**src/common/tws_pkg.sv**
```systemverilog
// constants, status codes and state types for the two-wire serial controller
// Behaviour
// - master SCL = clk / (16 + 2*divider*4^prescale)
// - slave timing ignores divider; clk >= 16x SCL
// - master clock waits while SCL held low
// - one 8-bit shift register for all bytes
// - hidden ack bit; sent from control, received reported
// - generate and detect START, repeated START, STOP
// - START/STOP detection runs during sleep
// - master monitors SDA; arbitration loss reported
// - compare received address with seven-bit own address
// - general call matched when enabled
// - address acknowledge follows control ack setting
// - address compare works in sleep, wakes CPU
// - other wake source aborts address match
// - flag set, status code loaded next cycle
// - status reads no-info code while flag low
// - SCL held low while flag set
// - flag after listed bus events
// - interrupt needs flag, local and global enables
// - writing one clears flag; software never sets
// - no operation while flag; resume on clear
// - no flag after master STOP
// - ack/nack of sent packet reported in status
// - address packet 7 bits MSB first, R/W, ack
// - address zero is the general call
// - data byte MSB first, ninth clock ack low
// - arbitration loss releases SDA, becomes slave
package tws_pkg;
  localparam int DIV_W     = 8;
  localparam int PS_W      = 2;
  localparam int HALF_W    = 16;
  localparam int HALF_BASE = 8;
  localparam int PS_SHIFT  = 2;
  localparam int ADDR_W    = 7;
  localparam int BYTE_W    = 8;
  localparam int CODE_W    = 5;
  localparam logic [ADDR_W-1:0] GEN_CALL_ADDR = 7'h00;
  localparam logic [3:0] CNT_ZERO  = 4'h0;
  localparam logic [3:0] BIT_FIRST = 4'h1;
  localparam logic [3:0] BITS_DATA = 4'h8;
  localparam logic [3:0] BITS_PKT  = 4'h9;
  localparam logic [1:0] PH_FIRST  = 2'h0;
  localparam logic [1:0] PH_MID    = 2'h1;
  localparam logic [1:0] PH_LAST   = 2'h2;
  typedef logic [CODE_W-1:0] tws_code_t;
  localparam tws_code_t ST_NONE       = 5'h1F;
  localparam tws_code_t ST_START      = 5'h01;
  localparam tws_code_t ST_RSTART     = 5'h02;
  localparam tws_code_t ST_MADDR_ACK  = 5'h03;
  localparam tws_code_t ST_MADDR_NACK = 5'h04;
  localparam tws_code_t ST_MTXD_ACK   = 5'h05;
  localparam tws_code_t ST_MTXD_NACK  = 5'h06;
  localparam tws_code_t ST_MRXD_ACK   = 5'h07;
  localparam tws_code_t ST_MRXD_NACK  = 5'h08;
  localparam tws_code_t ST_ARB_LOST   = 5'h09;
  localparam tws_code_t ST_SADDR_OWN  = 5'h0A;
  localparam tws_code_t ST_SADDR_GC   = 5'h0B;
  localparam tws_code_t ST_SRXD_ACK   = 5'h0C;
  localparam tws_code_t ST_SRXD_NACK  = 5'h0D;
  localparam tws_code_t ST_STXD_ACK   = 5'h0E;
  localparam tws_code_t ST_STXD_NACK  = 5'h0F;
  localparam tws_code_t ST_SSTOP      = 5'h10;
  localparam tws_code_t ST_BUS_ERR    = 5'h11;
  typedef enum logic [4:0] {
    TS_IDLE  = 5'b00001,
    TS_START = 5'b00010,
    TS_XFER  = 5'b00100,
    TS_HOLD  = 5'b01000,
    TS_STOP  = 5'b10000
  } tws_state_e;
endpackage

```
**src/common/tws_line_if.sv**
```systemverilog
// bus line observation and bit rate timing between controller modules
`timescale 1ns/10ps
`default_nettype none
interface tws_line_if;
  logic scl_s;
  logic sda_s;
  logic scl_rise;
  logic scl_fall;
  logic start_det;
  logic stop_det;
  logic run;
  logic scl_held;
  logic half_done;
  modport det (output scl_s, sda_s, scl_rise, scl_fall, start_det, stop_det);
  modport gen (input run, scl_held, scl_s, output half_done);
endinterface
`default_nettype wire

```
**src/tws_cond.sv**
```systemverilog
// line synchronisers, SCL edge and START/STOP condition detector
`timescale 1ns/10ps
`default_nettype none
module tws_cond (
  input  wire logic clk,
  input  wire logic reset_n,
  input  wire logic scl_in,
  input  wire logic sda_in,
  tws_line_if.det   l
);
  typedef struct packed {
    logic [1:0] scl_sy;
    logic [1:0] sda_sy;
    logic       scl_p;
    logic       sda_p;
    logic       rise;
    logic       fall;
    logic       sta;
    logic       sto;
  } tws_cond_s;

  tws_cond_s q;
  tws_cond_s d;

  always_comb begin
    d        = q;
    d.scl_sy = {q.scl_sy[0], scl_in};
    d.sda_sy = {q.sda_sy[0], sda_in};
    d.scl_p  = q.scl_sy[1];
    d.sda_p  = q.sda_sy[1];
    d.rise   = q.scl_sy[1] & ~q.scl_p;
    d.fall   = ~q.scl_sy[1] & q.scl_p;
    d.sta    = q.scl_sy[1] & q.scl_p & q.sda_p & ~q.sda_sy[1];
    d.sto    = q.scl_sy[1] & q.scl_p & ~q.sda_p & q.sda_sy[1];
  end

  always_ff @(posedge clk or negedge reset_n) begin
    if (!reset_n) begin
      q <= '{scl_sy: 2'h3, sda_sy: 2'h3, scl_p: 1'b1, sda_p: 1'b1, default: 1'b0};
    end else begin
      q <= d;
    end
  end

  assign l.scl_s     = q.scl_sy[1];
  assign l.sda_s     = q.sda_sy[1];
  assign l.scl_rise  = q.rise;
  assign l.scl_fall  = q.fall;
  assign l.start_det = q.sta;
  assign l.stop_det  = q.sto;
endmodule // tws_cond
`default_nettype wire

```
**src/tws_bitgen.sv**
```systemverilog
// bit rate generator: half period timer for master SCL
`timescale 1ns/10ps
`default_nettype none
module tws_bitgen (
  input  wire logic                      clk,
  input  wire logic                      reset_n,
  input  wire logic [tws_pkg::DIV_W-1:0] bit_rate_divider,
  input  wire logic [tws_pkg::PS_W-1:0]  prescaler_sel,
  tws_line_if.gen                        g
);
  import tws_pkg::*;

  typedef struct packed {
    logic [HALF_W-1:0] cnt;
    logic              done;
  } tws_bg_s;

  tws_bg_s           q;
  tws_bg_s           d;
  logic [HALF_W-1:0] half_len;
  logic [2:0]        lsh;

  always_comb begin
    d        = q;
    d.done   = 1'b0;
    lsh      = 3'(PS_SHIFT) * {1'b0, prescaler_sel};
    half_len = HALF_W'(HALF_BASE) + (HALF_W'(bit_rate_divider) << lsh);
    if (!g.run) begin
      d.cnt = '0;
    end else if (g.scl_held || g.scl_s) begin
      if (q.cnt >= half_len - HALF_W'(1)) begin
        d.cnt  = '0;
        d.done = 1'b1;
      end else begin
        d.cnt = q.cnt + HALF_W'(1);
      end
    end
  end

  always_ff @(posedge clk or negedge reset_n) begin
    if (!reset_n) begin
      q <= '0;
    end else begin
      q <= d;
    end
  end

  assign g.half_done = q.done;
endmodule // tws_bitgen
`default_nettype wire

```
**src/tws_core.sv**
```systemverilog
// control unit, shift register and bus engine of the two-wire serial controller
`timescale 1ns/10ps
`default_nettype none
module tws_core (
  input  wire logic                       clk,
  input  wire logic                       reset_n,
  input  wire logic                       scl_in,
  output logic                            scl_out,
  output logic                            scl_oe,
  input  wire logic                       sda_in,
  output logic                            sda_out,
  output logic                            sda_oe,
  input  wire logic                       ctrl_enable,
  input  wire logic                       ctrl_wr,
  input  wire logic                       ctrl_flag_clr,
  input  wire logic                       ctrl_start,
  input  wire logic                       ctrl_stop,
  input  wire logic                       ctrl_ack_en,
  input  wire logic                       event_irq_enable,
  input  wire logic                       global_irq_enable,
  input  wire logic [tws_pkg::DIV_W-1:0]  bit_rate_divider,
  input  wire logic                       prescaler_wr,
  input  wire logic [tws_pkg::PS_W-1:0]   prescaler_in,
  output logic      [tws_pkg::PS_W-1:0]   prescaler_sel,
  input  wire logic [tws_pkg::ADDR_W-1:0] own_address_reg,
  input  wire logic                       general_call_enable,
  input  wire logic                       shift_data_wr,
  input  wire logic [tws_pkg::BYTE_W-1:0] shift_data_in,
  output logic      [tws_pkg::BYTE_W-1:0] shift_data_out,
  input  wire logic                       sleep_mode,
  input  wire logic                       other_wake,
  output logic                            wake_req,
  output logic                            event_flag,
  output logic      [tws_pkg::CODE_W-1:0] status_reg,
  output logic                            irq
);
  import tws_pkg::*;

  typedef struct packed {
    tws_state_e        st;
    logic [1:0]        ph;
    logic [3:0]        cnt;
    logic [BYTE_W-1:0] sh;
    logic              master;
    logic              tx;
    logic              addr_ph;
    logic              addressed;
    logic              lost;
    logic              rep;
    logic              busy;
    logic              start_req;
    logic              stop_req;
    logic              ack_en;
    logic              ack_rx;
    logic              flag;
    logic              ev;
    logic              irq;
    logic              wake;
    logic              lvl;
    logic              scl_oe;
    logic              sda_oe;
    tws_code_t         code;
    tws_code_t         stat;
    logic [PS_W-1:0]   ps;
  } tws_core_s;

  tws_core_s q;
  tws_core_s d;
  logic      match_own;
  logic      match_gc;
  logic      matched;
  logic      ev_set;
  tws_code_t ev_code;

  tws_line_if l ();

  tws_cond u_cond (
    .clk     (clk),
    .reset_n (reset_n),
    .scl_in  (scl_in),
    .sda_in  (sda_in),
    .l       (l)
  );

  tws_bitgen u_bitgen (
    .clk              (clk),
    .reset_n          (reset_n),
    .bit_rate_divider (bit_rate_divider),
    .prescaler_sel    (q.ps),
    .g                (l)
  );

  assign l.run      = q.master && (q.st inside {TS_START, TS_STOP, TS_XFER});
  assign l.scl_held = q.scl_oe;

  always_comb begin
    d         = q;
    d.ev      = 1'b0;
    ev_set    = 1'b0;
    ev_code   = ST_NONE;
    match_own = q.sh[BYTE_W-1:1] == own_address_reg;
    match_gc  = general_call_enable && (q.sh[BYTE_W-1:1] == GEN_CALL_ADDR);
    matched   = (match_own || match_gc) && q.ack_en && !q.master;

    if (ctrl_wr) begin
      d.ack_en = ctrl_ack_en;
      if (ctrl_start) begin
        d.start_req = 1'b1;
      end
      if (ctrl_stop) begin
        d.stop_req = 1'b1;
      end
      if (ctrl_flag_clr) begin
        d.flag = 1'b0;
      end
    end
    if (prescaler_wr) begin
      d.ps = prescaler_in;
    end
    if (shift_data_wr) begin
      d.sh = shift_data_in;
    end
    if (l.start_det) begin
      d.busy = 1'b1;
    end
    if (l.stop_det) begin
      d.busy = 1'b0;
    end

    case (q.st)
      TS_IDLE: begin
        d.scl_oe    = 1'b0;
        d.sda_oe    = 1'b0;
        d.master    = 1'b0;
        d.addressed = 1'b0;
        if (q.start_req && !q.busy && !q.flag) begin
          d.st        = TS_START;
          d.ph        = PH_FIRST;
          d.master    = 1'b1;
          d.rep       = 1'b0;
          d.start_req = 1'b0;
        end else if (l.start_det) begin
          d.st      = TS_XFER;
          d.cnt     = CNT_ZERO;
          d.addr_ph = 1'b1;
          d.tx      = 1'b0;
        end
      end
      TS_START, TS_STOP: begin
        if (l.half_done) begin
          if (q.ph == PH_FIRST) begin
            d.scl_oe = 1'b0;
            d.ph     = PH_MID;
          end else if (q.ph == PH_MID) begin
            d.sda_oe = q.st == TS_START;
            d.ph     = PH_LAST;
          end else if (q.st == TS_START) begin
            d.cnt     = CNT_ZERO;
            d.addr_ph = 1'b1;
            d.tx      = 1'b1;
            d.lost    = 1'b0;
            ev_set    = 1'b1;
            ev_code   = q.rep ? ST_RSTART : ST_START;
          end else begin
            d.st     = TS_IDLE;
            d.master = 1'b0;
          end
        end
      end
      TS_XFER: begin
        if (q.master && l.half_done) begin
          d.scl_oe = !q.scl_oe;
        end
        if (l.scl_rise) begin
          if (q.cnt < BITS_DATA) begin
            d.sh = {q.sh[BYTE_W-2:0], l.sda_s};
            if (q.master && q.tx && !q.sda_oe && !l.sda_s) begin
              d.lost   = 1'b1;
              d.master = 1'b0;
              d.tx     = 1'b0;
              d.scl_oe = 1'b0;
              d.sda_oe = 1'b0;
            end
          end else begin
            d.ack_rx = l.sda_s;
          end
          d.cnt = q.cnt + 4'h1;
        end
        if (l.scl_fall) begin
          if (q.cnt == BITS_PKT) begin
            d.addr_ph = 1'b0;
            if (q.master) begin
              ev_set = 1'b1;
              if (q.addr_ph) begin
                d.tx    = !q.sh[0];
                ev_code = q.ack_rx ? ST_MADDR_NACK : ST_MADDR_ACK;
              end else if (q.tx) begin
                ev_code = q.ack_rx ? ST_MTXD_NACK : ST_MTXD_ACK;
              end else begin
                ev_code = q.ack_rx ? ST_MRXD_NACK : ST_MRXD_ACK;
              end
            end else if (q.addr_ph && matched) begin
              d.addressed = 1'b1;
              d.tx        = q.sh[0];
              ev_set      = 1'b1;
              ev_code     = match_own ? ST_SADDR_OWN : ST_SADDR_GC;
              if (sleep_mode) begin
                d.wake = 1'b1;
              end
            end else if (q.lost) begin
              ev_set  = 1'b1;
              ev_code = ST_ARB_LOST;
            end else if (q.addressed) begin
              ev_set = 1'b1;
              if (q.tx) begin
                ev_code = q.ack_rx ? ST_STXD_NACK : ST_STXD_ACK;
              end else begin
                ev_code = q.ack_rx ? ST_SRXD_NACK : ST_SRXD_ACK;
              end
            end else begin
              d.st     = TS_IDLE;
              d.sda_oe = 1'b0;
            end
          end else if (q.cnt == BITS_DATA) begin
            d.sda_oe = !q.tx && (q.addr_ph ? matched : q.ack_en);
          end else begin
            d.sda_oe = q.tx && !q.sh[BYTE_W-1];
          end
        end
        if (l.start_det || l.stop_det) begin
          d.cnt       = CNT_ZERO;
          d.sda_oe    = 1'b0;
          d.tx        = 1'b0;
          d.addr_ph   = l.start_det;
          d.addressed = 1'b0;
          d.lost      = 1'b0;
          ev_set      = 1'b0;
          if (q.addressed && q.cnt <= BIT_FIRST) begin
            ev_set  = 1'b1;
            ev_code = ST_SSTOP;
          end else if (q.master || q.addressed) begin
            d.master = 1'b0;
            d.scl_oe = 1'b0;
            ev_set   = 1'b1;
            ev_code  = ST_BUS_ERR;
          end else if (l.stop_det) begin
            d.st = TS_IDLE;
          end
        end
        if (sleep_mode && other_wake && q.addr_ph && !q.master && !ev_set) begin
          d.st     = TS_IDLE;
          d.sda_oe = 1'b0;
        end
      end
      TS_HOLD: begin
        d.scl_oe = 1'b1;
        if (!q.flag) begin
          d.lost = 1'b0;
          d.cnt  = CNT_ZERO;
          if (!q.master) begin
            d.stop_req = 1'b0;
          end
          if (q.master && q.start_req) begin
            d.st        = TS_START;
            d.ph        = PH_FIRST;
            d.rep       = 1'b1;
            d.start_req = 1'b0;
            d.sda_oe    = 1'b0;
          end else if (q.master && q.stop_req) begin
            d.st       = TS_STOP;
            d.ph       = PH_FIRST;
            d.stop_req = 1'b0;
            d.sda_oe   = 1'b1;
          end else if (q.master || q.addressed || q.addr_ph) begin
            d.st     = TS_XFER;
            d.scl_oe = q.master;
            d.sda_oe = q.tx && !q.sh[BYTE_W-1];
          end else begin
            d.st     = TS_IDLE;
            d.scl_oe = 1'b0;
            d.sda_oe = 1'b0;
          end
        end
      end
      default: begin
        d.st = TS_IDLE;
      end
    endcase

    if (ev_set) begin
      d.flag   = 1'b1;
      d.ev     = 1'b1;
      d.code   = ev_code;
      d.st     = TS_HOLD;
      d.scl_oe = 1'b1;
    end
    if (!ctrl_enable) begin
      d.st        = TS_IDLE;
      d.flag      = 1'b0;
      d.ev        = 1'b0;
      d.master    = 1'b0;
      d.addressed = 1'b0;
      d.addr_ph   = 1'b0;
      d.scl_oe    = 1'b0;
      d.sda_oe    = 1'b0;
    end
    if (q.ev) begin
      d.stat = q.code;
    end else if (!d.flag) begin
      d.stat = ST_NONE;
    end
    d.irq = q.flag && event_irq_enable && global_irq_enable;
    if (!sleep_mode) begin
      d.wake = 1'b0;
    end
  end

  always_ff @(posedge clk or negedge reset_n) begin
    if (!reset_n) begin
      q <= '{st: TS_IDLE, code: ST_NONE, stat: ST_NONE, default: '0};
    end else begin
      q <= d;
    end
  end

  assign scl_out        = q.lvl;
  assign scl_oe         = q.scl_oe;
  assign sda_out        = q.lvl;
  assign sda_oe         = q.sda_oe;
  assign prescaler_sel  = q.ps;
  assign shift_data_out = q.sh;
  assign wake_req       = q.wake;
  assign event_flag     = q.flag;
  assign status_reg     = q.stat;
  assign irq            = q.irq;
endmodule // tws_core
`default_nettype wire

```
**config.mk**
```make
export PLATFORM = sky130hd
export DESIGN_NAME = tws_core
export DESIGN_NICKNAME = d
export VERILOG_FILES = /design/src/common/tws_pkg.sv /design/src/common/tws_line_if.sv /design/src/tws_cond.sv /design/src/tws_bitgen.sv /design/src/tws_core.sv
export SDC_FILE = /design/constraint.sdc
export NUM_CORES = 1
export LEC_CHECK = 0
export ABC_AREA = 1
export BUFFER_PORTS_ARGS = -buffer_cell sky130_fd_sc_hd__buf_2
export CAP_MARGIN = 20
export CORE_AREA = 5 5 100 102
export DETAILED_ROUTE_END_ITERATION = 6
export DIE_AREA = 0 0 105 107
export PLACE_DENSITY_LB_ADDON = 0.15
export SYNTH_ARGS = -nofsm -noshare
export SYNTH_HDL_FRONTEND = slang
export SYNTH_SLANG_ARGS = --single-unit
```
**constraint.sdc**
```tcl
create_clock -name clk -period 6.92 [get_ports clk]
set_input_delay 2.076 -clock clk [delete_from_list [all_inputs] [get_ports clk]]
set_output_delay 2.076 -clock clk [all_outputs]
set_load 0.01 [all_outputs]
```
# After elaboration in Yosys (flattened, before gate mapping)
# Index checks and enable logic that the tools add are counted.
totals:
  output_inout_bits: 22
  mem_count: 0
  input_bits: 42
  ram_bits: 0
  latch_bits: 0
  mem_bits_ro: 0
  regBits: 75
  elab_cells: 340
classes:
  div_mod_pow: 0
  addsub: 4
  n_bitwise: 12
  n_lt_le_gt_ge: 3
  shift: 1
  muxes: 172
  reduce_logical: 60
  mul: 0
  n_eq_ne: 54
op_table:
  columns: ["operator", "count"]
  rows:
  - ["$mux 5", 35]
  - ["$mux 1", 75]
  - ["$mux 2", 24]
  - ["$mux 4", 9]
  - ["$mux 16", 2]
  - ["$ne 3x3->1 const B", 9]
  - ["$reduce_and 9->1", 3]
  - ["$mux 3", 8]
  - ["$logic_and 1x1->1", 22]
  - ["$mux 11", 2]
  - ["$ne 2x2->1 const B", 10]
  - ["$ne 4x4->1 const B", 5]
  - ["$pmux 5 s4", 1]
  - ["$reduce_and 5->1", 4]
  - ["$mux 17", 1]
  - ["$add 16x1->16 const B", 1]
  - ["$add 4x16->16 const A", 1]
  - ["$ge 16x16->1", 1]
  - ["$mux 8", 2]
  - ["$pmux 4 s4", 1]
  - ["$shl 8x3->16", 1]
  - ["$sub 16x1->16 const B", 1]
  - ["$mux 14", 1]
  - ["$ne 2x1->1 const B", 6]
  - ["other kinds (41)", 81]

# Depth between registers and ports, before layout
# Gate-level depths: netlist of the first run.
logic_depth:
  depth_word: 18
  depth_mapped: 22
  ltp_nobuf: 22

# By module
# Synthesis of the first run repeated with hierarchy kept, for this count alone.
hier_totals:
  hier_cells: 814
  area_unflattened_um2: 5626.6
by_module_without_submodules:
  columns: ["mod", "cells_per_inst", "area_each_um2", "seq_area_each_um2", "n_inst"]
  rows:
  - ["tws_core", 470, 3347.0, 1214.9, 1]
  - ["tws_bitgen", 323, 1980.6, 425.4, 1]
  - ["tws_cond", 21, 299.0, 257.7, 1]

# Worst setup path before layout of the first run
# Ideal clock, no wire load.
synth_path:
  path_type: "input to register"
  startpoint: "input port bit_rate_divider[0] in the netlist's numbering"
  endpoint: "register u_bitgen.q[10] in the netlist's numbering"
  setup_time_ps: 82
  required_ps: 6838
  t_arrival_ps: 4302
  cell_stages: 18
  setup_slack_ps: 2535
  n_path_buf: 1
  cell_sequence: "or2_1 -> o21ai_1 -> nor2_2 -> inv_2 -> nand3_2 -> nand3_2 -> or3_4 -> nor3_2 -> xor2_1 -> ha_1 -> a21oi_1 -> nor2_1 -> a211oi_1 -> nand2_1 -> nand2_1 -> nand2_1 -> buf_2 -> o22ai_1"
synth_via:
  elab_chain_cells: 7
synth_rtl:
  columns: ["item", "line_no", "rtl"]
  rows:
  - ["from (decl)", "tws_core.sv:21", "input wire logic [tws_pkg::DIV_W-1:0] bit_rate_divider,"]
  - ["$shl 8x3->16", "tws_bitgen.sv:27", "half_len = HALF_W'(HALF_BASE) + (HALF_W'(bit_rate_divider) << lsh);"]
  - ["$add 4x16->16", "tws_bitgen.sv:27", null]
  - ["$sub 16x1->16", "tws_bitgen.sv:31", "if (q.cnt >= half_len - HALF_W'(1)) begin"]
  - ["$ge 16x16->1", "tws_bitgen.sv:31", null]
  - ["$mux 16", "tws_bitgen.sv:31", null]
  - ["$mux 17", "tws_bitgen.sv:30", "end else if (g.scl_held || g.scl_s) begin"]
  - ["$mux 16", "tws_bitgen.sv:28", "if (!g.run) begin"]
  - ["to (signal assigned)", "tws_bitgen.sv:42", "q <= '0;"]
  - ["to (signal assigned)", "tws_bitgen.sv:44", "q <= d;"]
  - ["to (decl)", "tws_bitgen.sv:18", "tws_bg_s q;"]
# No other way between the ends. The select of a mux whose other input is x is not followed.
# A chain may end at the register's enable or synchronous reset.

# Final worst setup path of the first run
layout_path:
  startpoint: "input port bit_rate_divider[0] in the netlist's numbering"
  endpoint: "register u_bitgen.q[4] in the netlist's numbering"
# The elaborated chain is that of the path after synthesis.

==> metrics.md, run 1 <==
| Metric | Value |
|---|---|
| Yosys top cell area share | `0.274` |
| Slew margin rel. | `0.374` |
| Min-Delay Path Class | `reg -> reg` |
| Syn-to-layout area delta | `8.66%` |
| Core region area | `0.00902 mm^2` |
| N_diodes | `0` |
| Routability cong. | `0.899` |
| Hold Worst Slack | `0.360 ns` |
| Post-synth EDFFs | `0` |
| First-pass GRT wire length | `21.1 mm` |
| Lkg Pwr | `2.85 nW` |
| Die Y | `107 um` |
| Final #Nets | `815` |
| Crit-path max cell delay | `0.37 ns` |
| # IOs | `64` |
| Clock net sink count | `75` |
| Vias in the first global route | `4639` |
| Final setup TNS | `0 ns` |
| DRC viols | `0` |
| Crit-path most repeated cell | `nand2_1` |
| CP startpoint kind | `input port` |
| Peak VDD IR | `120 uV` |
| Seq cells post-synth | `75` |
| RSZ-0062 raised after global routing | `no` |
| Root Buffer | `clkbuf_8` |
| Final Util | `0.637` |
| Crit Path Class | `in -> reg` |
| WP data required | `7.18 ns` |
| Critical path capture point type | `flop` |
| Crit-path slowest cell | `nand2_1` |
| Hold Violations, Final | `0` |
| Clk_skew | `0.0110 ns` |
| Post-route cell area | `0.00575 mm^2` |
| Max Clk Rate | `215 MHz` |
| Global-route usage over all layers | `0.227` |
| CTS tree | `done` |
| WP data arrival | `4.92 ns` |
| Area contributors post-synth | `dfrtp_1 27%, nand2_1 11%, dfstp_2 8.4%` |
| Cts repair resizes | `0` |
| Slew Viols, Final | `0` |
| Largest net degree at the start of global routing | `76` |
| Max FFs per register | `28` |
| H-tree Lvls | `3` |
| Placed cell areas | `0.00553 mm^2` |
| CP Cell Sequence | `buf_2 > or2_1 > o21ai_1 > nor2_2 > inv_2 > nand3_2 > nand3_2 > or3_4 > nor3_2 > xor2_1 > ha_1 > a21oi_1 > nor2_1 > a211oi_1 > nand2_1 > nand2_1 > nand2_1 > o21ai_0` |
| Clock transition at path regs | `0.08 ns` |
| Wire per inst | `14.2 um` |
| Worst setup margin | `2.26 ns` |
| Die X-Extent | `105 um` |
| Status | `finished clean` |
| Mapped Area | `0.00529 mm^2` |
| Yosys top cell by area | `dfrtp_1` |
| Worst-Margin Slew | `0.938 ns` |
| Seq/Total Area, Yosys | `0.359` |
| Post-Syn Instances | `707` |
| Synth unique cells | `60` |
| IO Port Bufs | `61` |
| Fraction of registers with async set/reset | `1.00` |
| Initial DRC Count | `206` |
| CP Max Fanout | `16` |
| Vias | `4753` |
| Post-route antenna net violation count | `0` |
| Total CTS buffers | `9` |
| Yosys warns | `0` |
| Die Area | `0.0112 mm^2` |
| Detailed Place HPWL | `9.35 mm` |
| Clk_lat worst skew | `0.35 ns` |
| Setup slack at placement | `1.91 ns` |
| Mapped Avg Cell Area | `7.48 um^2` |
| Detailed Route WL | `12.3 mm` |
| Final setup vio count | `0` |
| TritonRoute pass-1 iters | `5` |
| Clk buf depth | `2` |
| Setup Fix Bufs, Post-CTS | `0` |
| Synth Flop Type | `dfrtp_1` |
| Fin crit period | `4.66 ns` |
| Share of cells above drive strength 1 | `0.205` |
| Gr ovfl total | `0` |
| # Max-Cap Violations | `0` |
| Hold Buf Count CTS | `0` |
| Vias per std cell | `5.48` |
| Cell Pwr Density | `269 mW/mm^2` |
| Most flop-heavy register | `q` |
| Cell Rows | `35` |
| Initial Utilization | `0.586` |
| Fillers | `843` |
| Initial antenna violation count | `0` |
| Fin crit share | `0.673` |
## cells in the final DEF (no fill, tap or decap), drive strengths merged, types with 12 or more instances in the layout
master | synthesis | layout
a21oi | 37 | 37
buf | 23 | 61
dfrtp | 58 | 58
dfstp | 17 | 17
ha | 22 | 22
inv | 99 | 99
nand2 | 159 | 159
nand3 | 51 | 51
nand4 | 12 | 12
nor2 | 76 | 76
nor3 | 17 | 17
o21ai | 56 | 56
o22ai | 16 | 16
## layer usage
metal	track usage	routed length, um
met1	0.277	5250
met2	0.404	6190
met3	0.0301	547
met4	0.0922	293
met5	0	0
## where the power goes
group / total [mW] / internal [mW] / leakage, nW / switching (mW)
logic: 0.601 / 0.208 / 1.79 / 0.393
registers: 0.571 / 0.504 / 0.947 / 0.0662
clock network: 0.375 / 0.204 / 0.106 / 0.171
total: 1.55 / 0.916 / 2.85 / 0.630
## stage by stage
step | std cells | total power [mW]
floorplan | 708 | 1.03
CTS | 867 | 1.55
global placement | 851 | 1.16
detailed placement | 851 | 1.17
finish | 867 | 1.55
global route | 867 | 1.66
## kinds of logic (layout without fill, tap and decap cells)
kind of cell	count (synthesis)	after routing	share of synthesized area
other	2	3	0.00142
adder cells (fa/ha/maj)	22	22	0.0520
multiplexers	2	2	0.00379
AO/OA/AOI/OAI	131	131	0.149
XOR/XNOR	14	14	0.0232
flip-flops	75	75	0.359
buffers and inverters	131	179	0.113
AND/OR/NAND/NOR	330	330	0.299
## critical path, delay by kind of cell
kind / cells / cell delay (ns)
AO/OA/AOI/OAI: 4 / 0.73
XOR/XNOR: 1 / 0.19
adder cells (fa/ha/maj): 1 / 0.27
buffers and inverters: 2 / 0.17
AND/OR/NAND/NOR: 10 / 1.49
## cell usage after synthesis, types with 7 or more instances
master and instances:
inv_2 11, nor2_1 68, xor2_1 9, nand2_1 150, buf_4 18, a21oi_1 33
nand4_1 9, nand3_1 43, o21ai_1 7, dfrtp_1 58, ha_1 22, o21ai_0 48
dfstp_2 17, inv_1 87, o22ai_1 13, nand2_2 7, nor3_1 13
## final timing paths
kind | slack (ns) | to | startpoint | cells after the start
max reg2reg | 3.35 | u_bitgen.q[4] | prescaler_sel[0] | 16
min in group asynchronous | 1.86 | shift_data_out[4] | reset_n | 1
min | 0.36 | u_cond.l.scl_s | u_cond.d[9] | 0
max | 2.26 | u_bitgen.q[4] | bit_rate_divider[0] | 18
max in group asynchronous | 4.45 | q[29] | reset_n | 1
min reg2reg | 0.36 | u_cond.l.scl_s | u_cond.d[9] | 0
## area by class of cell
type,instances,area [um^2],area share
multi-input combinational,502,2800,0.487
sequential,75,1900,0.330
clock inverter,6,90.1,0.0157
inverter,102,385,0.0671
tap,111,139,0.0242
timing repair buffer,61,308,0.0536
clock buffer,10,128,0.0222
No activity file was read; power rests on OpenSTA's default activity.
==> run 2, diff against run 1 <==
- ABC_AREA: 1 -> 0
- CORE_AREA: 5 5 100 102 -> 5 5 99 101
- DIE_AREA: 0 0 105 107 -> 0 0 104 106
- clock period: 6.92 -> 4.69 ns (I/O delays scaled with it)
==> run 2 against run 1 <==
  * Non-clock buffer count rose by 2
  * Core utilization fell by 2.3 points
  * Sequential power rose by 40%
  * Die area fell by 1.9%
  * Critical path type unchanged
  * Global-route usage rose by 1.2 points
  * Register-to-register slack got worse by 2.5 ns
  * Final cell count fell by 16%
  * Flip-flop and latch count did not move
  * Clock-buffer cell count rose by 1
  * Wire length rose by 5.2%
  * Power rose by 23%
==> metrics.md, run 2 <==
| Metric | Value |
|---|---|
| Total CTS buffers | `9` |
| Synth unique cells | `72` |
| Clock transition at path regs | `0.08 ns` |
| Crit Path Class | `in -> reg` |
| Vias | `4491` |
| Routability cong. | `0.945` |
| Synth Flop Type | `dfrtp_1` |
| Setup Fix Bufs, Post-CTS | `0` |
| Fillers | `808` |
| WP data required | `4.97 ns` |
| Post-synth EDFFs | `0` |
| Final setup vio count | `0` |
| Yosys top cell by area | `dfrtp_1` |
| Clock net sink count | `75` |
| Area contributors post-synth | `dfrtp_1 29%, dfstp_2 8.8%, ha_1 5.4%` |
| Hold Buf Count CTS | `0` |
| Hold Worst Slack | `0.349 ns` |
| Initial DRC Count | `286` |
| Die Area | `0.0110 mm^2` |
| Post-Syn Instances | `579` |
| Core region area | `0.00893 mm^2` |
| Mapped Area | `0.00507 mm^2` |
| Final setup TNS | `0 ns` |
| Final #Nets | `674` |
| Most common cell after layout, fill and taps aside | `nand2_1` |
| Largest net degree at the start of global routing | `76` |
| TritonRoute pass-1 iters | `6` |
| Cell Rows | `35` |
| IO Port Bufs | `61` |
| Worst-Margin Slew | `0.922 ns` |
| Gr ovfl total | `0` |
| Slew Viols, Final | `0` |
| Seq/Total Area, Yosys | `0.374` |
| Vias per std cell | `6.19` |
| Die Y | `106 um` |
| Min-Delay Path Class | `reg -> reg` |
| Yosys top cell area share | `0.286` |
| Wire per inst | `17.8 um` |
| Initial antenna violation count | `0` |
| Status | `finished clean` |
| Cell Pwr Density | `346 mW/mm^2` |
| Cts repair resizes | `0` |
| CP startpoint kind | `input port` |
| Fin crit share | `0.880` |
| Most common cell in the synthesized netlist | `nand2_1` |
| Detailed Place HPWL | `9.54 mm` |
| CP Max Fanout | `28` |
| H-tree Lvls | `3` |
| Most flop-heavy register | `q` |
| N_diodes | `0` |
| Root Buffer | `clkbuf_8` |
| Most frequent cells after synthesis | `66 x nand2_1, 58 x dfrtp_1, 50 x nor2_1` |
| Setup slack at placement | `0.237 ns` |
| # IOs | `64` |
| Worst setup margin | `0.565 ns` |
| Critical path capture point type | `flop` |
| Seq cells post-synth | `75` |
| Slew margin rel. | `0.386` |
| Yosys warns | `0` |
| Peak VDD IR | `146 uV` |
| RSZ-0062 raised after global routing | `no` |
| Vias in the first global route | `4540` |
| First-pass GRT wire length | `21.8 mm` |
| DRC viols | `0` |
| Global-route usage over all layers | `0.240` |
| Fin crit period | `4.13 ns` |
| Max FFs per register | `28` |
| WP data arrival | `4.40 ns` |
| Initial Utilization | `0.568` |
| Post-route antenna net violation count | `0` |
| Clk_skew | `0.0108 ns` |
| Clk buf depth | `2` |
| Most frequent cells in the layout | `66 x nand2_1, 60 x buf_2, 58 x dfrtp_1` |
| Lkg Pwr | `2.40 nW` |
| Syn-to-layout area delta | `8.22%` |
| Share of cells above drive strength 1 | `0.187` |
| Max Clk Rate | `242 MHz` |
| Detailed Route WL | `12.9 mm` |
| CTS tree | `done` |
| Fraction of registers with async set/reset | `1.00` |
| Clk_lat worst skew | `0.36 ns` |
| Hold Violations, Final | `0` |
| Die X-Extent | `104 um` |
| Internal reg-to-reg setup slack | `0.90 ns` |
| Non-Filler Instances | `726` |
| Inst Count DP | `710` |
| # Max-Cap Violations | `0` |
| Mapped Avg Cell Area | `8.76 um^2` |
-- run 2: cell count changes after synthesis, sizes merged, moves of 11 or more --
cell,previous run,this run
o22ai,16,0
a31oi,2,16
nor2,76,51
xnor2,5,16
mux2i,2,17
nand2,159,66
buf,23,34
inv,99,18
nand3,51,29
o21ai,56,43
-- run 2: path summary, 6_finish.rpt --
path | to | cells after the start | start
worst max-delay path | u_bitgen.q[15] | 15 | bit_rate_divider[0]
worst min-delay path | u_cond.l.sda_s | 0 | u_cond.d[7]
worst max register to register | u_bitgen.q[15] | 15 | prescaler_sel[1]
worst min register to register | u_cond.l.sda_s | 0 | u_cond.d[7]
max in group asynchronous | u_bitgen.q[10] | 1 | reset_n
min in group asynchronous | shift_data_out[5] | 1 | reset_n
-- run 2: report_power, final --
group,leakage [nW],internal (mW),total [mW],switching [mW]
clock network,0.109,0.313,0.560,0.247
logic,1.35,0.223,0.539,0.316
registers,0.949,0.694,0.801,0.107
-- run 2: stage by stage --
| step | power (mW) | util | cell area (um^2) |
|---|---|---|---|
| floorplan | 1.21 | - | 5070 |
| global placement | 1.34 | 0.590 | 5270 |
| detailed placement | 1.34 | 0.590 | 5270 |
| CTS | 1.90 | 0.614 | 5490 |
| global route | 2.01 | 0.614 | 5490 |
| finish | 1.90 | 0.614 | 5490 |
-- run 2: cell families after synthesis --
| group | after synthesis | synth area share |
|---|---|---|
| AND/OR/NAND/NOR | 220 | 0.213 |
| AO/OA/AOI/OAI | 153 | 0.202 |
| flip-flops | 75 | 0.374 |
| buffers and inverters | 62 | 0.0686 |
| multiplexers | 26 | 0.0535 |
| adder cells (fa/ha/maj) | 22 | 0.0543 |
| XOR/XNOR | 19 | 0.0328 |
| other | 2 | 0.00148 |
-- run 2: critical path, cell delays in order --
cell	delay (ns)
buf_2	0.13
nand2_1	0.08
ha_1	0.21
a211oi_1	0.32
nand3_1	0.18
nor3_1	0.32
a32oi_1	0.15
ha_1	0.36
a21oi_1	0.15
a211oi_1	0.11
nor4_1	0.28
o21a_1	0.24
buf_12	0.18
a41oi_1	0.13
a31oi_1	0.16
-- run 2: cell type report --
type	count	area, um^2	area share
tap	111	139	0.0253
clock buffer	11	141	0.0258
inverter	18	67.6	0.0123
multi-input combinational	443	2830	0.516
timing repair buffer	63	335	0.0611
clock inverter	5	77.6	0.0141
sequential	75	1900	0.346
-- run 2: routing by layer --
metal,vias up,GRT usage,wire (um)
li1,2149,-,-
met1,2143,0.292,5420
met2,160,0.405,6320
met3,39,0.0468,738
met4,0,0.119,441
met5,-,0,0
==> run 3, diff against run 2 <==
- CELL_PAD_IN_SITES_DETAIL_PLACEMENT: not set -> 1
- CELL_PAD_IN_SITES_GLOBAL_PLACEMENT: not set -> 2
- CORE_AREA: 5 5 99 101 -> 5 5 125 127
- DIE_AREA: 0 0 104 106 -> 0 0 130 132
==> run 3 against run 2 <==
  * Power increased by 8.2%
  * Core utilization decreased by 22 points
  * Via count about the same
  * First-iteration DRC count decreased by 13%
  * Sequential power decreased by 1%
  * Largest power group unchanged
  * Wire length increased by 17%
  * Combinational power increased by 7.6%
  * Non-clock buffer count increased by 2
  * Clock-buffer cell count unchanged
==> metrics.md, run 3 (synthesis gave the netlist of run 2 again) <==
| Metric | Value |
|---|---|
| Clk_skew | `0.00866 ns` |
| Initial antenna violation count | `0` |
| Min-Delay Path Class | `reg -> reg` |
| Hold endpoint | `u_cond.l.sda_s` |
| Peak VDD IR | `163 uV` |
| Internal reg-to-reg setup slack | `0.87 ns` |
| WP data arrival | `4.40 ns` |
| Clk_lat worst skew | `0.35 ns` |
| Root Buffer | `clkbuf_16` |
| # IOs | `64` |
| DRC viols | `0` |
| Cts repair resizes | `0` |
| Max FFs per register | `28` |
| Final setup vio count | `0` |
| Initial DRC Count | `250` |
| # Max-Cap Violations | `0` |
| Vias per std cell | `5.61` |
| Hold Buf Count CTS | `0` |
| CP startpoint kind | `input port` |
| Crit-path max cell delay | `0.36 ns` |
| Lkg Pwr | `2.46 nW` |
| Setup Fix Bufs, Post-CTS | `0` |
| Reg2reg path depth | `15` |
| Final setup TNS | `0 ns` |
| Detailed Route WL | `15.1 mm` |
| CP Max Fanout | `28` |
| Syn-to-layout area delta | `12.0%` |
| Total CTS buffers | `9` |
| Clk buf depth | `2` |
| Hold Violations, Final | `0` |
| First-pass GRT wire length | `25.2 mm` |
| Clock transition at path regs | `0.06 ns` |
| WP data required | `4.95 ns` |
| Vias in the first global route | `4842` |
| Cell Rows | `44` |
| Gr ovfl total | `0` |
| Initial Utilization | `0.354` |
| Wire per inst | `18.8 um` |
| CP Cell Sequence | `buf_2 > nand2_1 > ha_1 > a211oi_1 > nand3_1 > nor3_1 > a32oi_1 > ha_1 > a21oi_1 > a211oi_1 > nor4_1 > o21a_1 > buf_12 > a41oi_1 > a31oi_1` |
| Fin crit share | `0.884` |
| Core region area | `0.0143 mm^2` |
| Post-route cell area | `0.00568 mm^2` |
| FF-to-FF End | `u_bitgen.q[4]` |
| Max Clk Rate | `241 MHz` |
| Slew margin rel. | `0.414` |
| Fin crit period | `4.14 ns` |
| Worst-Margin Slew | `0.872 ns` |
| Hold Worst Slack | `0.356 ns` |
| Clock net sink count | `75` |
| RR Startpoint | `prescaler_sel[1]` |
| N_diodes | `0` |
| Most flop-heavy register | `q` |
| Critical path capture point type | `flop` |
| Vias | `4493` |
| Final #Nets | `676` |
| Routability cong. | `0.860` |
| H-tree Lvls | `3` |
| RSZ-0062 raised after global routing | `no` |
| Die Y | `132 um` |
| Placed cell areas | `0.00537 mm^2` |
| Die X-Extent | `130 um` |
| Hold wc startpoint | `u_cond.d[7]` |
| Cell Pwr Density | `362 mW/mm^2` |
| Largest net degree at the start of global routing | `76` |
| Status | `finished clean` |
| Post-route antenna net violation count | `0` |
| Global-route usage over all layers | `0.184` |
| Detailed Place HPWL | `11.3 mm` |
| Final Util | `0.397` |
| Most frequent cells in the layout | `66 x nand2_1, 60 x buf_2, 58 x dfrtp_1` |
| Slew Viols, Final | `0` |
| Die Area | `0.0172 mm^2` |
| TritonRoute pass-1 iters | `5` |
| CTS tree | `done` |
| Share of cells above drive strength 1 | `0.188` |
| IO Port Bufs | `61` |
| Crit-path slowest cell | `ha_1` |
| Hold Path Stages | `0` |
| Most common cell after layout, fill and taps aside | `nand2_1` |
| Crit Path Class | `in -> reg` |
## run 3: routing by layer
layer	part of all wire	vias to the layer above	global-route usage
met5	0	-	0
li1	-	2150	-
met4	0.018	0	0.0652
met3	0.037	18	0.0247
met1	0.44	2224	0.234
met2	0.51	101	0.318
## run 3: worst max-delay path by stage
stage,start,end,slack (ns),cells after the start
2_1_floorplan,bit_rate_divider[0],u_bitgen.q[1],0.69,14
3_3_place_gp,bit_rate_divider[0],u_bitgen.q[10],0.36,15
3_5_place_dp,bit_rate_divider[0],u_bitgen.q[4],0.17,15
4_1_cts,bit_rate_divider[0],u_bitgen.q[4],0.53,15
5_1_grt,bit_rate_divider[0],u_bitgen.q[4],0.20,15
6_report,bit_rate_divider[0],u_bitgen.q[4],0.55,15
## run 3: final cells by class
type / count / area (um^2)
Clock buffer: 11 / 233
Clock inverter: 5 / 53.8
Fill cell: 1701 / 8630
Inverter: 18 / 67.6
Multi-Input combinational cell: 443 / 2830
Sequential cell: 75 / 1900
Tap cell: 184 / 230
Timing Repair Buffer: 65 / 370
## run 3: critical path: cells and delay by family
| kind | cells | cell delay [ns] |
|---|---|---|
| AOI/OAI and AO/OA | 7 | 1.24 |
| adders and majority gates | 2 | 0.57 |
| buffers and inverters | 2 | 0.31 |
| and+or+nand+nor | 4 | 0.86 |
## run 3: where the power goes
group	switching, mW	internal (mW)	total, mW
sequential	0.0936	0.695	0.789
clock	0.276	0.410	0.687
combinational	0.350	0.229	0.580
## run 3: metrics by stage
step / worst slack (ns) / cells / total power, mW
after floorplan: 0.692 / 580 / 1.21
after global placement: 0.359 / 784 / 1.36
after detailed placement: 0.170 / 784 / 1.37
after CTS: 0.527 / 800 / 2.08
after global routing: 0.205 / 801 / 2.17
final: 0.546 / 801 / 2.06
